==> src/pcrc_pkg.sv <==
// Constants shared by the programmable CRC generator and its shift engine.
// Assumes a 32-bit classic Wishbone bus with word-aligned registers.
package pcrc_pkg;

  // ---------------------------------------------------------------------
  // Register map (word index = byte address / 4)
  // ---------------------------------------------------------------------
  localparam int unsigned ADR_W        = 5;
  localparam logic [2:0]  IDX_CONTROL  = 3'h0;  // crc_control
  localparam logic [2:0]  IDX_TAPS     = 3'h1;  // crc_poly_taps
  localparam logic [2:0]  IDX_DATA     = 3'h2;  // data_port: write feeds FIFO, read gives result
  localparam logic [2:0]  IDX_SEED     = 3'h3;  // result preset, reads result too

  // ---------------------------------------------------------------------
  // crc_control field positions
  // ---------------------------------------------------------------------
  localparam int unsigned CTL_IDLE_HALT = 13;
  localparam int unsigned CTL_COUNT_LSB = 8;
  localparam int unsigned COUNT_W       = 5;
  localparam int unsigned CTL_FULL      = 7;
  localparam int unsigned CTL_EMPTY     = 6;
  localparam int unsigned CTL_RUN       = 4;
  localparam int unsigned CTL_LEN_LSB   = 0;
  localparam int unsigned LEN_W         = 4;

  // ---------------------------------------------------------------------
  // Data path sizes and reset values
  // ---------------------------------------------------------------------
  localparam int unsigned DATA_W        = 16;
  localparam int unsigned FIFO_SLOTS    = 16;
  localparam int unsigned PTR_W         = 4;
  localparam logic [3:0]  NARROW_MAX    = 4'h7;
  localparam logic [4:0]  DEPTH_SMALL   = 5'h08;
  localparam logic [4:0]  DEPTH_LARGE   = 5'h10;
  localparam logic [3:0]  PTR_MASK_SM   = 4'h7;
  localparam logic [3:0]  PTR_MASK_LG   = 4'hF;
  localparam logic [15:0] POLY_UNIT     = 16'h0001;
  localparam logic [4:0]  BITS_PER_CLK  = 5'h02;
  localparam logic [15:0] TAPS_RESET    = 16'h0000;
  localparam logic [3:0]  LEN_RESET     = 4'h0;
  localparam logic [15:0] CRC_RESET     = 16'h0000;

endpackage : pcrc_pkg

==> src/pcrc_shift_engine.sv <==
// Serial CRC shift engine, two message bits per clock, MSB first.
// Assumes the owner loads a word only while ready is high and stepEn is high.
`timescale 1ns/1ns
module pcrc_shift_engine (
  // Clock and reset
  input  wire logic        clk_sys,
  input  wire logic        sys_rst,
  // Control
  input  wire logic        stepEn,
  input  wire logic        loadWord,
  input  wire logic [15:0] wordIn,
  input  wire logic [3:0]  polyLength,
  input  wire logic [15:0] polyTaps,
  input  wire logic        seedLoad,
  input  wire logic [15:0] seedValue,
  // Status and result
  output logic             ready,
  output logic [15:0]      crcValue
);

  logic [15:0] shiftData;
  logic [4:0]  bitsLeft;
  logic [15:0] widthMask;
  logic [15:0] polyVec;
  logic [15:0] crcOne;
  logic [15:0] crcTwo;
  logic [3:0]  idxA;
  logic [3:0]  idxB;

  // ---------------------------------------------------------------------
  // Width mask, one bit per power
  // ---------------------------------------------------------------------
  genvar gi;
  generate
    for (gi = 0; gi < pcrc_pkg::DATA_W; gi++) begin : g_mask
      assign widthMask[gi] = (4'(gi) <= polyLength);
    end
  endgenerate

  // Constant term always fed back, top term implied by length
  assign polyVec = (polyTaps & widthMask) | pcrc_pkg::POLY_UNIT;

  // One LFSR step for one message bit
  function automatic logic [15:0] crcStep(input logic [15:0] c, input logic b,
                                          input logic [15:0] p, input logic [15:0] m,
                                          input logic [3:0] t);
    logic        fb;
    logic [15:0] n;
    fb = b ^ c[t];
    n  = {c[14:0], 1'b0};
    if (fb) begin
      n = n ^ p;
    end
    crcStep = n & m;
  endfunction : crcStep

  // Two bits per clock, highest remaining bit first
  assign idxA   = 4'(bitsLeft - 5'h01);
  assign idxB   = 4'(bitsLeft - pcrc_pkg::BITS_PER_CLK);
  assign crcOne = (bitsLeft != 5'h00)
                  ? crcStep(crcValue, shiftData[idxA], polyVec, widthMask, polyLength)
                  : crcValue;
  assign crcTwo = (bitsLeft >= pcrc_pkg::BITS_PER_CLK)
                  ? crcStep(crcOne, shiftData[idxB], polyVec, widthMask, polyLength)
                  : crcOne;
  assign ready  = (bitsLeft <= pcrc_pkg::BITS_PER_CLK);

  // ---------------------------------------------------------------------
  // Engine state
  // ---------------------------------------------------------------------
  always_ff @(posedge clk_sys) begin
    if (sys_rst) begin
      crcValue  <= pcrc_pkg::CRC_RESET;
      shiftData <= pcrc_pkg::CRC_RESET;
      bitsLeft  <= 5'h00;
    end else if (seedLoad) begin
      crcValue  <= seedValue & widthMask;
      bitsLeft  <= 5'h00;
    end else if (stepEn) begin
      crcValue <= crcTwo;
      if (loadWord) begin
        shiftData <= wordIn & widthMask;
        bitsLeft  <= 5'({1'b0, polyLength} + 5'h01);
      end else if (bitsLeft >= pcrc_pkg::BITS_PER_CLK) begin
        bitsLeft <= bitsLeft - pcrc_pkg::BITS_PER_CLK;
      end else begin
        bitsLeft <= 5'h00;
      end
    end
  end

  // ---------------------------------------------------------------------
  // Checks
  // ---------------------------------------------------------------------
  shift_off_a: assert property (@(posedge clk_sys) disable iff (sys_rst)
    !stepEn && !seedLoad |=> $stable(crcValue) && $stable(bitsLeft))
    else $error("engine moved while stopped");

  word_len_a: assert property (@(posedge clk_sys) disable iff (sys_rst)
    stepEn && loadWord && !seedLoad |=> bitsLeft == 5'({1'b0, $past(polyLength)} + 5'h01))
    else $error("word bit count wrong after load");

  step_pair_a: assert property (@(posedge clk_sys) disable iff (sys_rst)
    stepEn && !loadWord && !seedLoad && bitsLeft >= pcrc_pkg::BITS_PER_CLK
    |=> bitsLeft == $past(bitsLeft) - 5'h02)
    else $error("engine did not take two bits");

endmodule : pcrc_shift_engine

==> src/pcrc_top.sv <==
// Programmable CRC generator: Wishbone register file, input FIFO, drain event.
// Assumes a classic Wishbone master and power-state levels on the same clock.
`timescale 1ns/1ns
module pcrc_top (
  // Clock and reset
  input  wire logic                      clk_sys,
  input  wire logic                      sys_rst,
  // Wishbone slave
  input  wire logic                      wb_cyc_i,
  input  wire logic                      wb_stb_i,
  input  wire logic                      wb_we_i,
  input  wire logic [pcrc_pkg::ADR_W-1:0] wb_adr_i,
  input  wire logic [3:0]                wb_sel_i,
  input  wire logic [31:0]               wb_dat_i,
  output logic      [31:0]               wb_dat_o,
  output logic                           wb_ack_o,
  // Power state
  input  wire logic                      sleepMode,
  input  wire logic                      idleMode,
  // Events
  output logic                           drainIrq
);

  // ---------------------------------------------------------------------
  // State
  // ---------------------------------------------------------------------
  logic        idleHalt;
  logic        shiftRun;
  logic [3:0]  polyLength;
  logic [15:0] polyTaps;
  logic [7:0]  holdByte;
  logic [15:0] fifoMem [pcrc_pkg::FIFO_SLOTS];
  logic [3:0]  wrPtr;
  logic [3:0]  rdPtr;
  logic [4:0]  wordCount;

  // ---------------------------------------------------------------------
  // Bus decode
  // ---------------------------------------------------------------------
  logic        busReq;
  logic        busTake;
  logic        wrTake;
  logic [2:0]  regIdx;
  logic        ctlWr;
  logic        tapsWr;
  logic        dataWr;
  logic        seedWr;

  assign busReq  = wb_cyc_i & wb_stb_i;
  assign busTake = busReq & wb_ack_o;
  assign wrTake  = busTake & wb_we_i;
  assign regIdx  = wb_adr_i[pcrc_pkg::ADR_W-1:2];
  assign ctlWr   = wrTake && (regIdx == pcrc_pkg::IDX_CONTROL);
  assign tapsWr  = wrTake && (regIdx == pcrc_pkg::IDX_TAPS);
  assign dataWr  = wrTake && (regIdx == pcrc_pkg::IDX_DATA);
  assign seedWr  = wrTake && (regIdx == pcrc_pkg::IDX_SEED);

  // ---------------------------------------------------------------------
  // FIFO and flow decode
  // ---------------------------------------------------------------------
  logic        halted;
  logic        wideWord;
  logic [4:0]  fifoDepth;
  logic [3:0]  ptrMask;
  logic        fifoFull;
  logic        fifoEmpty;
  logic        wordDone;
  logic [15:0] wordIn;
  logic        engReady;
  logic        moveWord;
  logic        wrapWrite;
  logic        lastDrain;
  logic [15:0] crcValue;
  logic [4:0]  next_wordCount;

  // Sleep, or Idle with halt set, stops engine steps and word moves; bus writes, FIFO writes and seed loads still land
  assign halted    = sleepMode | (idleMode & idleHalt);
  assign wideWord  = (polyLength > pcrc_pkg::NARROW_MAX);
  assign fifoDepth = wideWord ? pcrc_pkg::DEPTH_SMALL : pcrc_pkg::DEPTH_LARGE;
  assign ptrMask   = wideWord ? pcrc_pkg::PTR_MASK_SM : pcrc_pkg::PTR_MASK_LG;
  assign fifoFull  = (wordCount == fifoDepth);
  assign fifoEmpty = (wordCount == 5'h00);

  // Word completes on the lane holding its top byte
  assign wordDone  = dataWr && (wideWord ? wb_sel_i[1] : wb_sel_i[0]);
  assign wordIn    = wideWord ? {wb_dat_i[15:8], (wb_sel_i[0] ? wb_dat_i[7:0] : holdByte)}
                              : {8'h00, wb_dat_i[7:0]};

  // Move a word when running, not frozen and engine about to free
  assign moveWord  = shiftRun && !halted && !fifoEmpty && engReady;
  assign wrapWrite = wordDone && fifoFull;
  assign lastDrain = moveWord && (wordCount == 5'h01) && !wordDone;

  // Count update: wrap wins, else add written, subtract moved
  always_comb begin
    next_wordCount = wordCount;
    if (wrapWrite) begin
      next_wordCount = 5'h00;
    end else if (wordDone && !moveWord) begin
      next_wordCount = wordCount + 5'h01;
    end else if (moveWord && !wordDone) begin
      next_wordCount = wordCount - 5'h01;
    end
  end

  // ---------------------------------------------------------------------
  // Shift engine
  // ---------------------------------------------------------------------
  pcrc_shift_engine u_engine (
    .clk_sys    (clk_sys),
    .sys_rst    (sys_rst),
    .stepEn     (shiftRun && !halted),
    .loadWord   (moveWord),
    .wordIn     (fifoMem[rdPtr]),
    .polyLength (polyLength),
    .polyTaps   (polyTaps),
    .seedLoad   (seedWr),
    .seedValue  (wb_dat_i[15:0]),
    .ready      (engReady),
    .crcValue   (crcValue)
  );

  // ---------------------------------------------------------------------
  // Read view
  // ---------------------------------------------------------------------
  logic [31:0] ctlView;
  logic [31:0] readValue;

  // Unused control bits stay zero
  always_comb begin
    ctlView = 32'h0000_0000;
    ctlView[pcrc_pkg::CTL_IDLE_HALT] = idleHalt;
    ctlView[pcrc_pkg::CTL_COUNT_LSB +: pcrc_pkg::COUNT_W] = wordCount;
    ctlView[pcrc_pkg::CTL_FULL]  = fifoFull;
    ctlView[pcrc_pkg::CTL_EMPTY] = fifoEmpty;
    ctlView[pcrc_pkg::CTL_RUN]   = shiftRun;
    ctlView[pcrc_pkg::CTL_LEN_LSB +: pcrc_pkg::LEN_W] = polyLength;
  end

  // Register select; unmapped words read zero
  assign readValue = (regIdx == pcrc_pkg::IDX_CONTROL) ? ctlView :
                     (regIdx == pcrc_pkg::IDX_TAPS)    ? {16'h0000, polyTaps} :
                     (regIdx == pcrc_pkg::IDX_DATA)    ? {16'h0000, crcValue} :
                     (regIdx == pcrc_pkg::IDX_SEED)    ? {16'h0000, crcValue} :
                                                         32'h0000_0000;

  // ---------------------------------------------------------------------
  // Bus answer, one cycle after the request
  // ---------------------------------------------------------------------
  always_ff @(posedge clk_sys) begin
    if (sys_rst) begin
      wb_ack_o <= 1'b0;
      wb_dat_o <= 32'h0000_0000;
    end else begin
      wb_ack_o <= busReq & !wb_ack_o;
      wb_dat_o <= (busReq && !wb_ack_o && !wb_we_i) ? readValue : 32'h0000_0000;
    end
  end

  // ---------------------------------------------------------------------
  // Configuration registers
  // ---------------------------------------------------------------------
  always_ff @(posedge clk_sys) begin
    if (sys_rst) begin
      idleHalt   <= 1'b0;
      shiftRun   <= 1'b0;
      polyLength <= pcrc_pkg::LEN_RESET;
      polyTaps   <= pcrc_pkg::TAPS_RESET;
    end else begin
      if (ctlWr && wb_sel_i[1]) begin
        idleHalt <= wb_dat_i[pcrc_pkg::CTL_IDLE_HALT];
      end
      if (ctlWr && wb_sel_i[0]) begin
        shiftRun   <= wb_dat_i[pcrc_pkg::CTL_RUN];
        polyLength <= wb_dat_i[pcrc_pkg::CTL_LEN_LSB +: pcrc_pkg::LEN_W];
      end
      if (tapsWr && wb_sel_i[1]) begin
        polyTaps[15:8] <= wb_dat_i[15:8];
      end
      if (tapsWr && wb_sel_i[0]) begin
        polyTaps[7:0] <= {wb_dat_i[7:1], 1'b0};
      end
    end
  end

  // ---------------------------------------------------------------------
  // FIFO storage and pointers
  // ---------------------------------------------------------------------
  always_ff @(posedge clk_sys) begin
    if (sys_rst) begin
      holdByte  <= 8'h00;
      wrPtr     <= 4'h0;
      rdPtr     <= 4'h0;
      wordCount <= 5'h00;
    end else begin
      wordCount <= next_wordCount;
      if (dataWr && wideWord && wb_sel_i[0] && !wb_sel_i[1]) begin
        holdByte <= wb_dat_i[7:0]; // Low byte waits for its top byte
      end
      if (wrapWrite) begin
        wrPtr <= 4'h0;
        rdPtr <= 4'h0;
      end else begin
        if (wordDone) begin
          wrPtr <= (wrPtr + 4'h1) & ptrMask;
        end
        if (moveWord) begin
          rdPtr <= (rdPtr + 4'h1) & ptrMask;
        end
      end
    end
  end

  // Word slots
  always_ff @(posedge clk_sys) begin
    if (wordDone && !fifoFull) begin
      fifoMem[wrPtr] <= wordIn;
    end
  end

  // ---------------------------------------------------------------------
  // Drain event pulse; never raised while frozen, as no word moves
  // ---------------------------------------------------------------------
  always_ff @(posedge clk_sys) begin
    if (sys_rst) begin
      drainIrq <= 1'b0;
    end else begin
      drainIrq <= lastDrain;
    end
  end

  // ---------------------------------------------------------------------
  // Checks
  // ---------------------------------------------------------------------
  count_bound_a: assert property (@(posedge clk_sys) disable iff (sys_rst)
    wordCount <= fifoDepth)
    else $error("word count above depth");

  wrap_zero_a: assert property (@(posedge clk_sys) disable iff (sys_rst)
    wordDone && fifoFull |=> wordCount == 5'h00 && !drainIrq)
    else $error("write while full did not wrap quietly");

  drain_cause_a: assert property (@(posedge clk_sys) disable iff (sys_rst)
    drainIrq |-> $past(wordCount) == 5'h01 && wordCount == 5'h00)
    else $error("drain pulse without one-to-zero step");

  drain_seen_a: assert property (@(posedge clk_sys) disable iff (sys_rst)
    wordCount == 5'h01 ##1 wordCount == 5'h00 && !$past(wrapWrite) |-> drainIrq)
    else $error("one-to-zero step without drain pulse");

  move_dec_a: assert property (@(posedge clk_sys) disable iff (sys_rst)
    moveWord && !wordDone |=> wordCount == $past(wordCount) - 5'h01)
    else $error("move did not decrement count");

  write_inc_a: assert property (@(posedge clk_sys) disable iff (sys_rst)
    wordDone && !fifoFull && !moveWord |=> wordCount == $past(wordCount) + 5'h01)
    else $error("completed word did not count");

  halt_freeze_a: assert property (@(posedge clk_sys) disable iff (sys_rst)
    halted && !wordDone |=> $stable(wordCount) && $stable(rdPtr))
    else $error("frozen module moved data");

  stop_hold_a: assert property (@(posedge clk_sys) disable iff (sys_rst)
    !shiftRun |-> !moveWord)
    else $error("word moved while run clear");

  depth_sel_a: assert property (@(posedge clk_sys) disable iff (sys_rst)
    fifoFull |-> wordCount == (polyLength > pcrc_pkg::NARROW_MAX ? 5'h08 : 5'h10))
    else $error("full flag at wrong depth");

  tap_zero_a: assert property (@(posedge clk_sys) disable iff (sys_rst)
    wb_ack_o && !wb_we_i && regIdx == pcrc_pkg::IDX_TAPS |-> wb_dat_o[0] == 1'b0)
    else $error("tap bit zero read nonzero");

  // ---------------------------------------------------------------------
  // Read view checks
  // ---------------------------------------------------------------------
  // Control word as a read returns it, against the count it was taken from
  full_view_a: assert property (@(posedge clk_sys) disable iff (sys_rst)
    busReq && !wb_ack_o && !wb_we_i && regIdx == pcrc_pkg::IDX_CONTROL
    |=> wb_dat_o[pcrc_pkg::CTL_FULL] ==
        ($past(wordCount) == (($past(polyLength) > pcrc_pkg::NARROW_MAX) ? 5'h08 : 5'h10)))
    else $error("full bit read at wrong depth");

  empty_view_a: assert property (@(posedge clk_sys) disable iff (sys_rst)
    busReq && !wb_ack_o && !wb_we_i && regIdx == pcrc_pkg::IDX_CONTROL
    |=> wb_dat_o[pcrc_pkg::CTL_EMPTY] == ($past(wordCount) == 5'h00))
    else $error("empty bit read wrong");

  count_view_a: assert property (@(posedge clk_sys) disable iff (sys_rst)
    busReq && !wb_ack_o && !wb_we_i && regIdx == pcrc_pkg::IDX_CONTROL
    |=> wb_dat_o[pcrc_pkg::CTL_COUNT_LSB +: pcrc_pkg::COUNT_W] == $past(wordCount))
    else $error("word count read wrong");

  ctl_unused_a: assert property (@(posedge clk_sys) disable iff (sys_rst)
    wb_ack_o && !wb_we_i && regIdx == pcrc_pkg::IDX_CONTROL
    |-> wb_dat_o[31:14] == 18'h00000 && wb_dat_o[5] == 1'b0)
    else $error("unused control bits read nonzero");

  // FIFO and engine motion, bus ack
  wrap_ptr_a: assert property (@(posedge clk_sys) disable iff (sys_rst)
    wrapWrite |=> wrPtr == 4'h0 && rdPtr == 4'h0)
    else $error("wrap left pointers set");

  halt_move_a: assert property (@(posedge clk_sys) disable iff (sys_rst)
    halted |-> !moveWord && !lastDrain)
    else $error("frozen module moved a word");

  run_hold_a: assert property (@(posedge clk_sys) disable iff (sys_rst)
    !shiftRun && !seedWr |=> $stable(crcValue))
    else $error("result changed while run clear");

  drain_move_a: assert property (@(posedge clk_sys) disable iff (sys_rst)
    drainIrq |-> $past(moveWord) && !$past(wrapWrite))
    else $error("drain pulse without a move");

  ack_once_a: assert property (@(posedge clk_sys) disable iff (sys_rst)
    wb_ack_o |=> !wb_ack_o)
    else $error("ack held longer than one cycle");

endmodule : pcrc_top

==> config.mk <==
export PLATFORM = sky130hd
export DESIGN_NAME = pcrc_top
export DESIGN_NICKNAME = d
export VERILOG_FILES = /design/src/pcrc_pkg.sv /design/src/pcrc_shift_engine.sv /design/src/pcrc_top.sv
export SDC_FILE = /design/constraint.sdc
export NUM_CORES = 1
export LEC_CHECK = 0
export ABC_AREA = 0
export BUFFER_PORTS_ARGS = -buffer_cell sky130_fd_sc_hd__buf_4
export CORE_UTILIZATION = 31
export CTS_BUF_LIST = sky130_fd_sc_hd__clkbuf_4 sky130_fd_sc_hd__clkbuf_8 sky130_fd_sc_hd__clkbuf_16
export DETAILED_ROUTE_END_ITERATION = 8
export GPL_ROUTABILITY_DRIVEN = 0
export SYNTH_ARGS = -nofsm -noshare
export SYNTH_HDL_FRONTEND = slang
export SYNTH_SLANG_ARGS = --single-unit
==> constraint.sdc <==
create_clock -name clk_sys -period 5.25 [get_ports clk_sys]
set_input_delay 0.525 -clock clk_sys [delete_from_list [all_inputs] [get_ports clk_sys]]
set_output_delay 0.525 -clock clk_sys [all_outputs]
set_load 0.03 [all_outputs]
## Yosys cells after proc, flatten, opt, wreduce, memory -nomap -nowiden

Memory sizes are Yosys's and may differ from the RTL's. A register that Yosys moved wholly into a read port is not among the register bits.
Index checks and enable logic that the tools add are counted.
W data, S select, Z words.

| storage, ports and cells | value |
|---|---|
| word-level logic and storage cells | 144 |
| memory bits (read-only) | 0 |
| memories kept | 1 |
| latch bits | 0 |
| flip-flop bits (word level) | 113 |
| memory bits (writable) | 256 |
| output and inout bits | 34 |
| input port bits | 48 |

Memory list:

| memory | depth | bits a word | read ports | clocked after Yosys merged registers in | wr ports | line | text |
|---|---|---|---|---|---|---|---|
| fifoMem | 16 | 16 | 1 | 1 | 1 | pcrc_top.sv:32 | `logic [15:0] fifoMem [pcrc_pkg::FIFO_SLOTS];` |

| operators by class | value |
|---|---|
| multipliers | 0 |
| divide/modulo/power cells | 0 |
| shift-type cells | 0 |
| muxes and demuxes | 31 |
| reduce and logical (&&, ||, !) cells | 42 |
| bitwise logic cells | 19 |
| $lt $le $gt $ge | 22 |
| $add $sub $neg | 7 |
| eq/ne operators | 5 |

Operators by type and width:

| cell | count |
|---|---|
| $mux W16 | 10 |
| $and A16 B16 Y16 | 5 |
| $le A4 B4 Y1 const A | 8 |
| $xor A16 B16 Y16 | 2 |
| $mux W5 | 5 |
| $logic_and A1 B1 Y1 | 23 |
| $bmux W1 S4 | 4 |
| $le A3 B4 Y1 const A | 4 |
| $lt A4 B5 Y1 const B | 3 |
| $mux W14 | 1 |
| $mux W4 | 3 |
| $add A4 B1 Y4 const B | 2 |
| $and A4 B4 Y4 | 2 |
| $le A1 B4 Y1 const A | 2 |
| $le A2 B4 Y1 const A | 2 |
| $logic_not A1 Y1 | 8 |
| $mux W8 | 1 |
| $mux W1 | 7 |
| $eq A3 B2 Y1 const B | 2 |
| $reduce_or A2 Y1 | 3 |
| $add A4 B1 Y5 const B | 1 |
| $add A5 B1 Y5 const B | 1 |
| $and A1 B1 Y1 | 5 |
| $eq A5 B1 Y1 const B | 1 |
| other kinds (18) | 21 |

## Logic depth before layout (Yosys ltp)

Gate-level depths: netlist of the first run.

| logic depth | value |
|---|---|
| depth in word-level cells | 15 |
| mapped depth | 16 |
| depth with buffers taken out | 13 |

## Cells and area by module

Synthesis of the first run repeated with hierarchy kept, for this count alone.

| unflattened totals | value |
|---|---|
| cell total of the unflattened synthesis | 1286 |
| area total of the unflattened synthesis | 16649.7 µm² |

By module, submodules not included:

| module | area each (µm²) | sequential area each (µm²) | cells each | times used |
|---|---|---|---|---|
| pcrc_top | 12782.3 | 8968.6 | 768 | 1 |
| pcrc_shift_engine | 3867.5 | 740.7 | 518 | 1 |

## Worst setup path after synthesis of the first run

Ideal clock, no wire load.

| timing path | value |
|---|---|
| kind | flip-flop to flip-flop |
| start point | reg u_engine.bitsLeft[1] |
| end point | reg u_engine.crcValue[11] |
| library setup time | 0.063 ns |
| arrival time | 4.072 ns |
| cell stages (with the launch flop) | 15 |
| path slack | 1.115 ns |
| cell sequence | dfxtp_1 -> clkbuf_1 -> inv_1 -> ha_1 -> mux4_2 -> mux4_2 -> and3_1 -> buf_6 -> o2111a_1 -> or3_4 -> nor2_4 -> a2bb2oi_4 -> a211oi_4 -> or4_1 -> nand3_1 |

| between the ends | value |
|---|---|
| word-level cells in the longest chain between the ends | 15 |
| elaborated cells between the ends (all ways) | 21 |
| those cells by class | add/sub: 2; order compare: 1; mux: 12; bitwise: 5; reduce/logical: 1 |

Ends and longest elaborated chain:

| item | line | text |
|---|---|---|
| from (decl) | pcrc_shift_engine.sv:22 | `logic [4:0] bitsLeft;` |
| from (signal assigned) | pcrc_shift_engine.sv:83 | `bitsLeft <= 5'({1'b0, polyLength} + 5'h01);` |
| from (signal assigned) | pcrc_shift_engine.sv:85 | `bitsLeft <= bitsLeft - pcrc_pkg::BITS_PER_CLK;` |
| $sub A4 B1 Y4 | pcrc_shift_engine.sv:58 | `assign idxA = 4'(bitsLeft - 5'h01);` |
| $bmux W1 S4 | pcrc_shift_engine.sv:61 | `? crcStep(crcValue, shiftData[idxA], polyVec, widthMask, polyLength)` |
| $mux W1 (implied by the code) | pcrc_shift_engine.sv:61 |  |
| $xor A1 B1 Y1 | pcrc_shift_engine.sv:49 | `fb = b ^ c[t];` |
| $mux W16 | pcrc_shift_engine.sv:51 | `if (fb) begin` |
| $and A16 B16 Y16 | pcrc_shift_engine.sv:54 | `crcStep = n & m;` |
| $mux W16 | pcrc_shift_engine.sv:61 |  |
| $bmux W1 S4 | pcrc_shift_engine.sv:49 |  |
| $mux W1 (implied by the code) | pcrc_shift_engine.sv:49 |  |
| $xor A1 B1 Y1 | pcrc_shift_engine.sv:49 |  |
| $mux W16 | pcrc_shift_engine.sv:51 |  |
| $and A16 B16 Y16 | pcrc_shift_engine.sv:54 |  |
| $mux W16 * | pcrc_shift_engine.sv:64 | `? crcStep(crcOne, shiftData[idxB], polyVec, widthMask, polyLength)` |
| $mux W16 * | pcrc_shift_engine.sv:79 | `end else if (stepEn) begin` |
| $mux W16 * | pcrc_shift_engine.sv:76 | `end else if (seedLoad) begin` |
| to (signal assigned) | pcrc_shift_engine.sv:73 | `crcValue <= pcrc_pkg::CRC_RESET;` |
| to (signal assigned) | pcrc_shift_engine.sv:77 | `crcValue <= seedValue & widthMask;` |
| to (signal assigned) | pcrc_shift_engine.sv:80 | `crcValue <= crcTwo;` |
| to (decl) | pcrc_shift_engine.sv:18 | `output logic [15:0] crcValue` |

Mark *: on every way between the ends. The rest lies on a longest branch, timed or not. The select of a mux whose other input is x is not followed.
A chain may end at the register's enable or synchronous reset.

## Worst setup path in the final report of the first run

| timing path | value |
|---|---|
| start point | reg u_engine.bitsLeft[0] |
| end point | reg u_engine.crcValue[12] |

The elaborated chain is that of the path after synthesis.

==> flow_summary_export.csv, run 1 <==
group,metric,value,unit
floorplan,start_util,31.4,%
clock_network,cts_root_buf,"clkbuf_16",
route,route.detailed.vias_per_inst,5.46,
cells_and_area,stdcell_count,2082,
hold_path,hold_path_class,"primary input to flop",
critical_path,crit_slowest_cell,"mux4_2",
clock_network,ctsHoldBuffers,0,
critical_path,critPathLaunch,"u_engine.bitsLeft[0]",
clock_network,cts_buffer_depth,3,
clock_network,postCtsResizedCells,0,
synthesis,synth_warnings,0,
floorplan,die_y,236,um
cells_and_area,multi_input_area,6720,sq um
route,drtAntennaViolNets,0,
clock_network,htree_levels,2,
hold_path,min_from,"wb_dat_i[8]",
grt,first_global_vias,10900,
grt,grt_pass1_wl,69000,um
sta,rsz0062_at_grt,"false",
route,wirelength,45500,um
route,wl_per_cell,21.9,um
cells_and_area,area_delta_synth_final,13.7,%
cells_and_area,final_common_cell,"edfxtp_1",
critical_path,cpMostUsedCell,"mux4_2",
sta,slew_headroom,21.2,%
cells_and_area,antenna_cells,0,
clock_network,clk_pin_slew,0.06,ns
power_and_ir_drop,static-leakage-power,0.00649,uW
critical_path,cp-end-kind,"flop",
synthesis,synthFlopType,"edfxtp_1",
power_and_ir_drop,vdd_drop_max,0.000188,V
sta,tightest_slew,1.18,ns
floorplan,die-area,55600,sq um
critical_path,crit_fanout,14,
run,maxCapViolCount,0,
critical_path,crit_arrival,4.92,ns
critical_path,r2r_start,"u_engine.bitsLeft[0]",
sta,min_period_over_period,84.6,%
cells_and_area,drive_above_1_share,20.3,%
synthesis,yosysSeqAreaShare,57.3,%
floorplan,ios,82,
floorplan,die_width,236,um
cells_and_area,fill_cells,5126,
sta,whs,0.245,ns
synthesis,synth_area_per_cell,12.7,sq um
synthesis,syn_area,16900,sq um
grt,antenna_found_initial,0,
grt,grt_max_degree,47,
synthesis,synth_cell_types,81,
sta,slew_violations,0,
critical_path,crit_path_start_kind,"flop",
route,post-route-drc-count,0,
clock_network,post_cts_buffers,0,
critical_path,slowest_delay,0.59,ns
power_and_ir_drop,p_per_area,298,nW/um^2
synthesis,syn_inst,1335,
cells_and_area,ff_latch_area,9710,sq um
floorplan,core_area,53900,sq um
synthesis,ys_ff_latch,357,
critical_path,path_cells,"inv_1, ha_1, mux4_2, mux4_2, and3_1, o2111ai_1, o211ai_1, o221ai_1, a2bb2oi_4, a211oi_4, buf_4, or4_1, nand3_1",
grt,gr-usage-all-layers,16.2,%
grt,overflow,0,
critical_path,required,5.73,ns
place,io_buffers,45,
synthesis,synthArstFlopShare,0,%
clock_network,clk_latency,0.55,ns
place,dp_hpwl,29300,um
clock_network,numCtsBuffers,38,
critical_path,crit_type,"flop to flop",
route,vias,11400,
route,drt_iter0_markers,1242,
cells_and_area,fin_nets,1424,
sta,hold_viol_final,0,
synthesis,synth_edf_count,256,
cells_and_area,final_cell_mix,"256 x edfxtp_1, 152 x nor2_1, 99 x dfxtp_1",
sta,fin_tns_setup,0,ns
route,drt-pass1-iter-count,6,
place,post-place-cells,2014,
clock_network,clock-sinks,357,
sta,skew,0.0110,ns
run_status,outcome,"complete, no violations",
sta,fmax,0.225,GHz
sta,fin_crit,4.44,ns
floorplan,rows,85,
clock_network,cts_tree,"yes",
sta,setup_viol,0,
## cells in the mapped netlist (all sizes together) (12+ instances only)
cell type / n / area (sq um)
nand2: 80 / 300
nor3: 44 / 220
a31oi: 12 / 75.1
edfxtp: 256 / 7690
xor2: 20 / 175
mux2i: 34 / 340
dfxtp: 101 / 2020
ha: 18 / 225
clkbuf: 70 / 263
o21ai: 31 / 159
mux4: 93 / 2090
buf: 47 / 278
and3: 12 / 75.1
inv: 21 / 78.8
nor2: 165 / 627
xnor2: 12 / 105
or3: 15 / 98.8
nand3: 42 / 210
a21oi: 85 / 429
## critical path: cells and delay by family, from the launching register on
kind | cells | cell delay (ns)
buffers and inverters | 2 | 0.28
AO/OA/AOI/OAI | 5 | 1.32
flip-flops | 1 | 0.33
adder cells (fa/ha/maj) | 1 | 0.39
AND/OR/NAND/NOR | 3 | 0.95
multiplexers | 2 | 1.11
## cell type report
class / instances / area share [%]
sequential: 357 / 50.5
multi-input combinational: 854 / 34.9
clock buffer: 47 / 5.36
tap: 696 / 4.52
timing repair buffer: 85 / 3.32
clock inverter: 21 / 1.00
inverter: 22 / 0.429
## registers in the layout, summed over array words and instances (netlist names), 5 cells and up, named ones only
signal,flops
u_engine.bitsLeft,5
fifoMem,256
holdByte,8
u_engine.shiftData,16
u_engine.crcValue,16
polyTaps,15
wordCount,5
wb_dat_o,16
## where the power goes
| part | switching [uW] | internal, uW | leakage (uW) | total (uW) |
|---|---|---|---|---|
| registers | 1.17 | 3000 | 0.00335 | 3000 |
| logic | 82.0 | 26.5 | 0.00254 | 109 |
| clock network | 1120 | 1510 | 0.000604 | 2630 |
| total | 1200 | 4530 | 0.00649 | 5740 |
## path summary, 6_finish.rpt
path,endpoint,slack [ns],cells after the start
worst min register to register,u_engine.shiftData[8],0.47,2
worst max register to register,u_engine.crcValue[12],0.81,13
worst max-delay path,u_engine.crcValue[12],0.81,13
worst min-delay path,polyTaps[8],0.24,3
## cells by family (layout without fill, tap and decap cells)
kind of cell	after synthesis	count (layout)	synth area share, %
other	1	16	0.0221
and+or+nand+nor	433	433	12.2
adders and majority gates	18	18	1.33
buffers and inverters	139	175	3.68
AOI/OAI and AO/OA	218	218	8.71
muxes	137	137	15.0
xor gates and xnor gates	32	32	1.65
DFF	357	357	57.3
## per-layer routing
metal / global-route usage (%) / up-vias / wire length, um / share of wire [%]
li1: - / 5107 / - / -
met1: 22.2 / 5726 / 19500 / 43
met2: 26.2 / 470 / 21800 / 48
met3: 3.17 / 69 / 3240 / 7.1
met4: 4.14 / 0 / 890 / 2.0
met5: 0 / - / 0 / 0
## per-stage QoR
| step | setup WS [ns] | instance area [sq um] | util, % | power, uW |
|---|---|---|---|---|
| after CTS | 0.877 | 19200 | 35.7 | 5790 |
| after detailed placement | 0.905 | 18000 | 33.4 | 3170 |
| after floorplan | 1.11 | 17000 | - | 3130 |
| final | 0.811 | 19200 | 35.7 | 5740 |
| after global placement | 0.931 | 18000 | 33.4 | 3160 |
| after global routing | 0.613 | 19200 | 35.7 | 5930 |
Note: power is estimated with default switching activity, not from simulation.
==> run 2, diff against run 1 <==
clock period = 4 ns   (was 5.25 ns; I/O delays follow)
==> flow_summary_export.csv, run 2 (same netlist as run 1, synthesis figures left out) <==
group,metric,value,unit
cells_and_area,fin_nets,1481,
sta,slew_headroom,19.1,%
sta,whs,0.125,ns
grt,grt_max_degree,61,
critical_path,cpMostUsedCell,"mux4_2",
sta,tightest_slew,1.21,ns
route,vias,11700,
floorplan,ios,82,
place,io_buffers,45,
cells_and_area,antenna_cells,0,
sta,min_period_over_period,99.3,%
route,drt-pass1-iter-count,7,
power_and_ir_drop,p_per_area,384,nW/um^2
power_and_ir_drop,static-leakage-power,0.00684,uW
route,drt_iter0_markers,1183,
sta,fmax,0.252,GHz
grt,first_global_vias,11400,
grt,antenna_found_initial,1,
clock_network,ctsHoldBuffers,0,
clock_network,clk_latency,0.55,ns
sta,fin_crit,3.97,ns
sta,hold_viol_final,0,
place,post-place-cells,2068,
grt,gr-usage-all-layers,16.5,%
power_and_ir_drop,vdd_drop_max,0.000357,V
clock_network,htree_levels,2,
cells_and_area,drive_above_1_share,24.6,%
sta,setup_viol,0,
place,dp_hpwl,31000,um
route,route.detailed.vias_per_inst,5.45,
run_status,outcome,"complete, no violations",
cells_and_area,top_register,"fifoMem",
clock_network,cts_buffer_depth,3,
route,wl_per_cell,21.8,um
floorplan,rows,85,
critical_path,crit_slowest_cell,"mux4_2",
critical_path,required,4.49,ns
clock_network,cts_root_buf,"clkbuf_16",
critical_path,crit_path_start_kind,"flop",
critical_path,slowest_delay,0.61,ns
sta,skew,0.0140,ns
cells_and_area,stdcell_count,2141,
sta,slew_violations,0,
critical_path,cp-end-kind,"flop",
run,maxCapViolCount,0,
route,drtAntennaViolNets,0,
cells_and_area,fill_cells,5147,
floorplan,core_area,53900,sq um
floorplan,die-area,55600,sq um
grt,grt.busiest_layer,"met2",
clock_network,clock-sinks,357,
cells_and_area,area_delta_synth_final,17.6,%
critical_path,crit_fanout,14,
grt,grt_util_met1,21.9,%
floorplan,start_util,31.4,%
route,post-route-drc-count,0,
critical_path,crit_type,"flop to flop",
cells_and_area,final_cell_mix,"256 x edfxtp_1, 152 x nor2_1, 131 x buf_4",
floorplan,die_y,236,um
clock_network,numCtsBuffers,38,
grt,met2_usage,27.6,%
hold_path,hold_path_class,"primary input to flop",
cells_and_area,largest_register_ffs,256,
grt,use_met3,2.67,%
grt,grt_pass1_wl,70000,um
critical_path,crit_arrival,4.47,ns
clock_network,cts_tree,"yes",
floorplan,die_width,236,um
cells_and_area,final_common_cell,"edfxtp_1",
critical_path,path_cells,"inv_1, ha_4, mux4_2, mux4_2, buf_6, xnor2_1, o31ai_1, a41oi_2, a211oi_4, o2bb2ai_4, o31ai_4, buf_12, or4_1, nand3_1",
grt,overflow,0,
clock_network,clk_pin_slew,0.06,ns
route,wirelength,46600,um
run 2: changes by cell type in the layout (fill, tap and decap cells not counted), moves of 2 or more:
| cell | change |
|---|---|
| dfxtp_2 | +2 |
| bufinv_16 | +2 |
| buf_12 | +7 |
| clkinv_1 | -3 |
| dfxtp_1 | -2 |
| clkinv_2 | +4 |
| buf_6 | +4 |
| buf_4 | +46 |
run 2: layout make-up:
class,count,area (sq um),area share (%)
Multi-Input combinational cell,854,6800,34.1
Timing Repair Buffer,142,1170,5.87
Inverter,22,82.6,0.415
Sequential cell,357,9720,48.8
Tap cell,696,871,4.37
Clock buffer,47,1020,5.15
Clock inverter,23,254,1.28
run 2: metrics by stage:
stage | power, uW | worst slack [ns] | TNS (ns) | utilization [%] | cell area, sq um
after detailed placement | 4160 | 0.00540 | 0 | 34.3 | 18500
final | 7660 | 0.0260 | 0 | 36.9 | 19900
after floorplan | 4100 | 0.0516 | 0 | - | 17000
after global routing | 7880 | -0.0568 | -0.375 | 36.9 | 19900
after CTS | 7720 | 0.00724 | 0 | 36.7 | 19800
after global placement | 4160 | 0.00791 | 0 | 34.3 | 18500
run 2: what timing repair did:
action	4_1_cts	5_1_grt
buffers inserted	0	3
pin swaps	0	7
hold endpoints to repair	0	0
setup endpoints to repair	1	16
gates resized for setup	1	18
run 2: worst paths after layout:
check	start	end	slack, ns	cells after the start
worst min register to register	u_engine.shiftData[14]	u_engine.shiftData[14]	0.47	2
worst max-delay path	u_engine.bitsLeft[1]	u_engine.crcValue[11]	0.03	14
worst max register to register	u_engine.bitsLeft[1]	u_engine.crcValue[11]	0.03	14
worst min-delay path	wb_dat_i[1]	polyLength[1]	0.12	3
run 2: power breakdown:
part           switching [uW]  internal (uW)  total, uW
clock network            1470           2110       3580
logic                     110           35.8        146
registers                1.31           3930       3940
total                    1580           6080       7660
run 2: critical path: cells and delay by family, from the launching register on:
kind / cells / cell delay [ns]
buf+inv: 3 / 0.40
flops: 1 / 0.33
fa+ha+maj: 1 / 0.27
simple gates: 2 / 0.61
xor+xnor: 1 / 0.11
compound gates: 5 / 1.11
mux: 2 / 1.08
run 2: routing by layer:
| metal | up-vias | routed length, um |
|---|---|---|
| met1 | 5882 | 19900 |
| met2 | 470 | 22600 |
| li1 | 5223 | - |
| met5 | - | 0 |
| met4 | 0 | 1300 |
| met3 | 88 | 2800 |
==> run 3, diff against run 2 <==
SYNTH_HIERARCHICAL = 1   (was default)
==> flow_summary_export.csv, run 3 <==
group,metric,value,unit
run_status,outcome,"finished, violations left",
run_status,violations,"setup timing",
synthesis,synth_top_cell_area_share,46.2,%
sta,slew_violations,0,
synthesis,yosysSeqAreaShare,58.3,%
synthesis,synthAdderAreaFrac,1.35,%
cells_and_area,top_register,"fifoMem",
critical_path,crit_buf_inv,3,
floorplan,die_width,234,um
synthesis,synth_top_family_by_area,"multiplexers",
clock_network,htree_levels,2,
critical_path,crit_type,"flop to flop",
grt,first_global_vias,11500,
hold_path,hold_path_class,"primary input to flop",
synthesis,synthFlopType,"edfxtp_1",
power_and_ir_drop,vdd_drop_max,0.000230,V
route,wl_per_cell,21.5,um
cells_and_area,largest_register_ffs,256,
route,vias,11800,
route,route.detailed.vias_per_inst,5.43,
route,post-route-drc-count,0,
synthesis,synth-simple-area-share,12.7,%
clock_network,clock-sinks,357,
floorplan,core_area,52800,sq um
grt,grt_pass1_wl,70800,um
grt,met2_usage,28.7,%
synthesis,synth_xor_area_share,0.999,%
critical_path,crit_arrival,4.83,ns
critical_path,path_cells,"inv_4, ha_4, mux4_2, mux4_2, or3_4, buf_6, a31o_1, a211oi_2, o221ai_2, nor4_2, or3b_4, buf_4, nand3_2, or4_1, a31oi_1",
clock_network,cts_root_buf,"clkbuf_16",
synthesis,syn_area,16600,sq um
clock_network,ctsHoldBuffers,0,
sta,fmax,0.230,GHz
synthesis,ys_ff_latch,357,
place,dp_hpwl,31200,um
critical_path,cpMostUsedCell,"mux4_2",
synthesis,synth_area_leaders,"edfxtp_1 46%, dfxtp_1 12%, mux4_2 9.9%, nor2_1 2.2%, a21oi_1 2.1%",
route,drtAntennaViolNets,0,
floorplan,ios,82,
sta,setup_viol,16,
critical_path,slowest_delay,0.53,ns
place,dp_slack,-0.419,ns
critical_path,crit_slowest_cell,"mux4_2",
route,drt-pass1-iter-count,8,
clock_network,numCtsBuffers,39,
synthesis,synthArstFlopShare,0,%
sta,hold_viol_final,0,
sta,skew,0.0153,ns
floorplan,die-area,54600,sq um
clock_network,clk_pin_slew,0.06,ns
power_and_ir_drop,p_per_area,377,nW/um^2
grt,grt.busiest_layer,"met2",
critical_path,critPathTopFamily,"simple AND/OR/NAND/NOR gates",
synthesis,syn_inst,1286,
synthesis,synth_warnings,6,
sta,fin_crit,4.34,ns
sta,min_period_over_period,109,%
floorplan,die_y,234,um
cells_and_area,drive_above_1_share,30.4,%
grt,gr-usage-all-layers,17.2,%
grt,use_met3,2.65,%
synthesis,synth_area_per_cell,12.9,sq um
synthesis,synth.most_common_cell,"edfxtp_1",
sta,fin_tns_setup,-4.64,ns
grt,antenna_found_initial,0,
grt,overflow,0,
cells_and_area,final_cell_mix,"256 x edfxtp_1, 199 x buf_4, 97 x dfxtp_1",
critical_path,crit_fanout,6,
synthesis,synth_edf_count,256,
synthesis,yosys-top-cells-count,"256 x edfxtp_1, 101 x dfxtp_1, 99 x nor2_1",
grt,grt_util_met1,22.5,%
synthesis,synth.largest_area_cell,"edfxtp_1",
critical_path,required,4.49,ns
cells_and_area,final_common_cell,"edfxtp_1",
clock_network,clk_latency,0.56,ns
power_and_ir_drop,static-leakage-power,0.00699,uW
run,maxCapViolCount,0,
cells_and_area,antenna_cells,0,
sta,tightest_slew,0.965,ns
sta,rsz0062_at_grt,"true",
sta,slew_headroom,35.2,%
cells_and_area,area_delta_synth_final,22.2,%
critical_path,rrSetupSlack,-0.34,ns
synthesis,synth_compound_area_share,10.1,%
route,drt_iter0_markers,1252,
critical_path,crit_path_start_kind,"flop",
clock_network,cts_buffer_depth,3,
cells_and_area,fin_nets,1520,
sta,timing.final.ws_setup,-0.345,ns
floorplan,rows,84,
synthesis,muxShareOfSynthArea,12.8,%
synthesis,synth_cell_types,95,
critical_path,cp-end-kind,"flop",
place,io_buffers,45,
floorplan,start_util,31.6,%
route,wirelength,46700,um
grt,grt_max_degree,65,
clock_network,cts_tree,"yes",
[run 3: cell types whose count changed after synthesis, moves of 8 or more]
cell	delta
nand3_1	+9
a21oi_1	-13
buf_2	+18
xor2_1	-10
clkbuf_1	-18
nand4_1	+13
nor2_1	-65
buf_1	-16
mux4_2	-20
nor2b_1	+14
inv_1	+8
a22oi_1	+26
or3_1	-10
[run 3: per-layer routing]
layer	vias to the layer above	part of all wire (%)
li1	5282	-
met1	5906	42
met4	0	3.2
met5	-	0
met3	108	6.7
met2	482	48
[run 3: logic make-up after synthesis]
logic type	after synthesis
and+or+nand+nor	405
buffers and inverters	131
muxes	120
DFF	357
other	1
adders and majority gates	18
AOI/OAI and AO/OA	235
xor gates and xnor gates	19
[run 3: where the power goes]
part / internal (uW) / switching, uW / total (uW)
Combinational: 39.3 / 114 / 153
Clock: 2100 / 1480 / 3580
Sequential: 3930 / 1.33 / 3940
Total: 6070 / 1600 / 7670
[run 3: worst reg2reg max path: cells and delay by family, from the launching register on]
family | cells | cell delay (ns)
fa+ha+maj | 1 | 0.26
flops | 1 | 0.35
compound gates | 4 | 0.78
simple gates | 5 | 1.56
buf+inv | 3 | 0.30
mux | 2 | 1.01
[run 3: worst paths after layout]
check | endpoint | start | cells after the start
max reg2reg | u_engine/crcValue[7] | u_engine/bitsLeft[0] | 15
min | wb_ack_o | wb_stb_i | 3
max | u_engine/crcValue[7] | u_engine/bitsLeft[0] | 15
min reg2reg | u_engine/shiftData[4] | u_engine/shiftData[4] | 2
[run 3: layout make-up]
type	instances	area, sq um
Sequential cell	357	9720
Tap cell	688	861
Clock buffer	45	1020
Clock inverter	24	256
Multi-Input combinational cell	813	6690
Inverter	31	119
Fill cell	4932	32400
Timing Repair Buffer	212	1690
[run 3: timing repair]
item	4_1_cts	5_1_grt
setup endpoints to repair	16	16
hold endpoints to repair	0	0
buffers inserted	22	7
pin swaps	22	24
resized for setup	28	20
[run 3: stage by stage]
stage / instance area (sq um) / hold WS [ns] / total power (uW) / cells / util, %
6_report: 20400 / 0.122 / 7670 / 2170 / 38.6
2_1_floorplan: 16800 / 0.439 / 4110 / 1301 / -
3_3_place_gp: 18600 / 0.470 / 4160 / 2075 / 35.3
5_1_grt: 20400 / 0.121 / 7890 / 2170 / 38.6
3_5_place_dp: 18600 / 0.468 / 4170 / 2075 / 35.3
4_1_cts: 20200 / 0.105 / 7740 / 2165 / 38.3
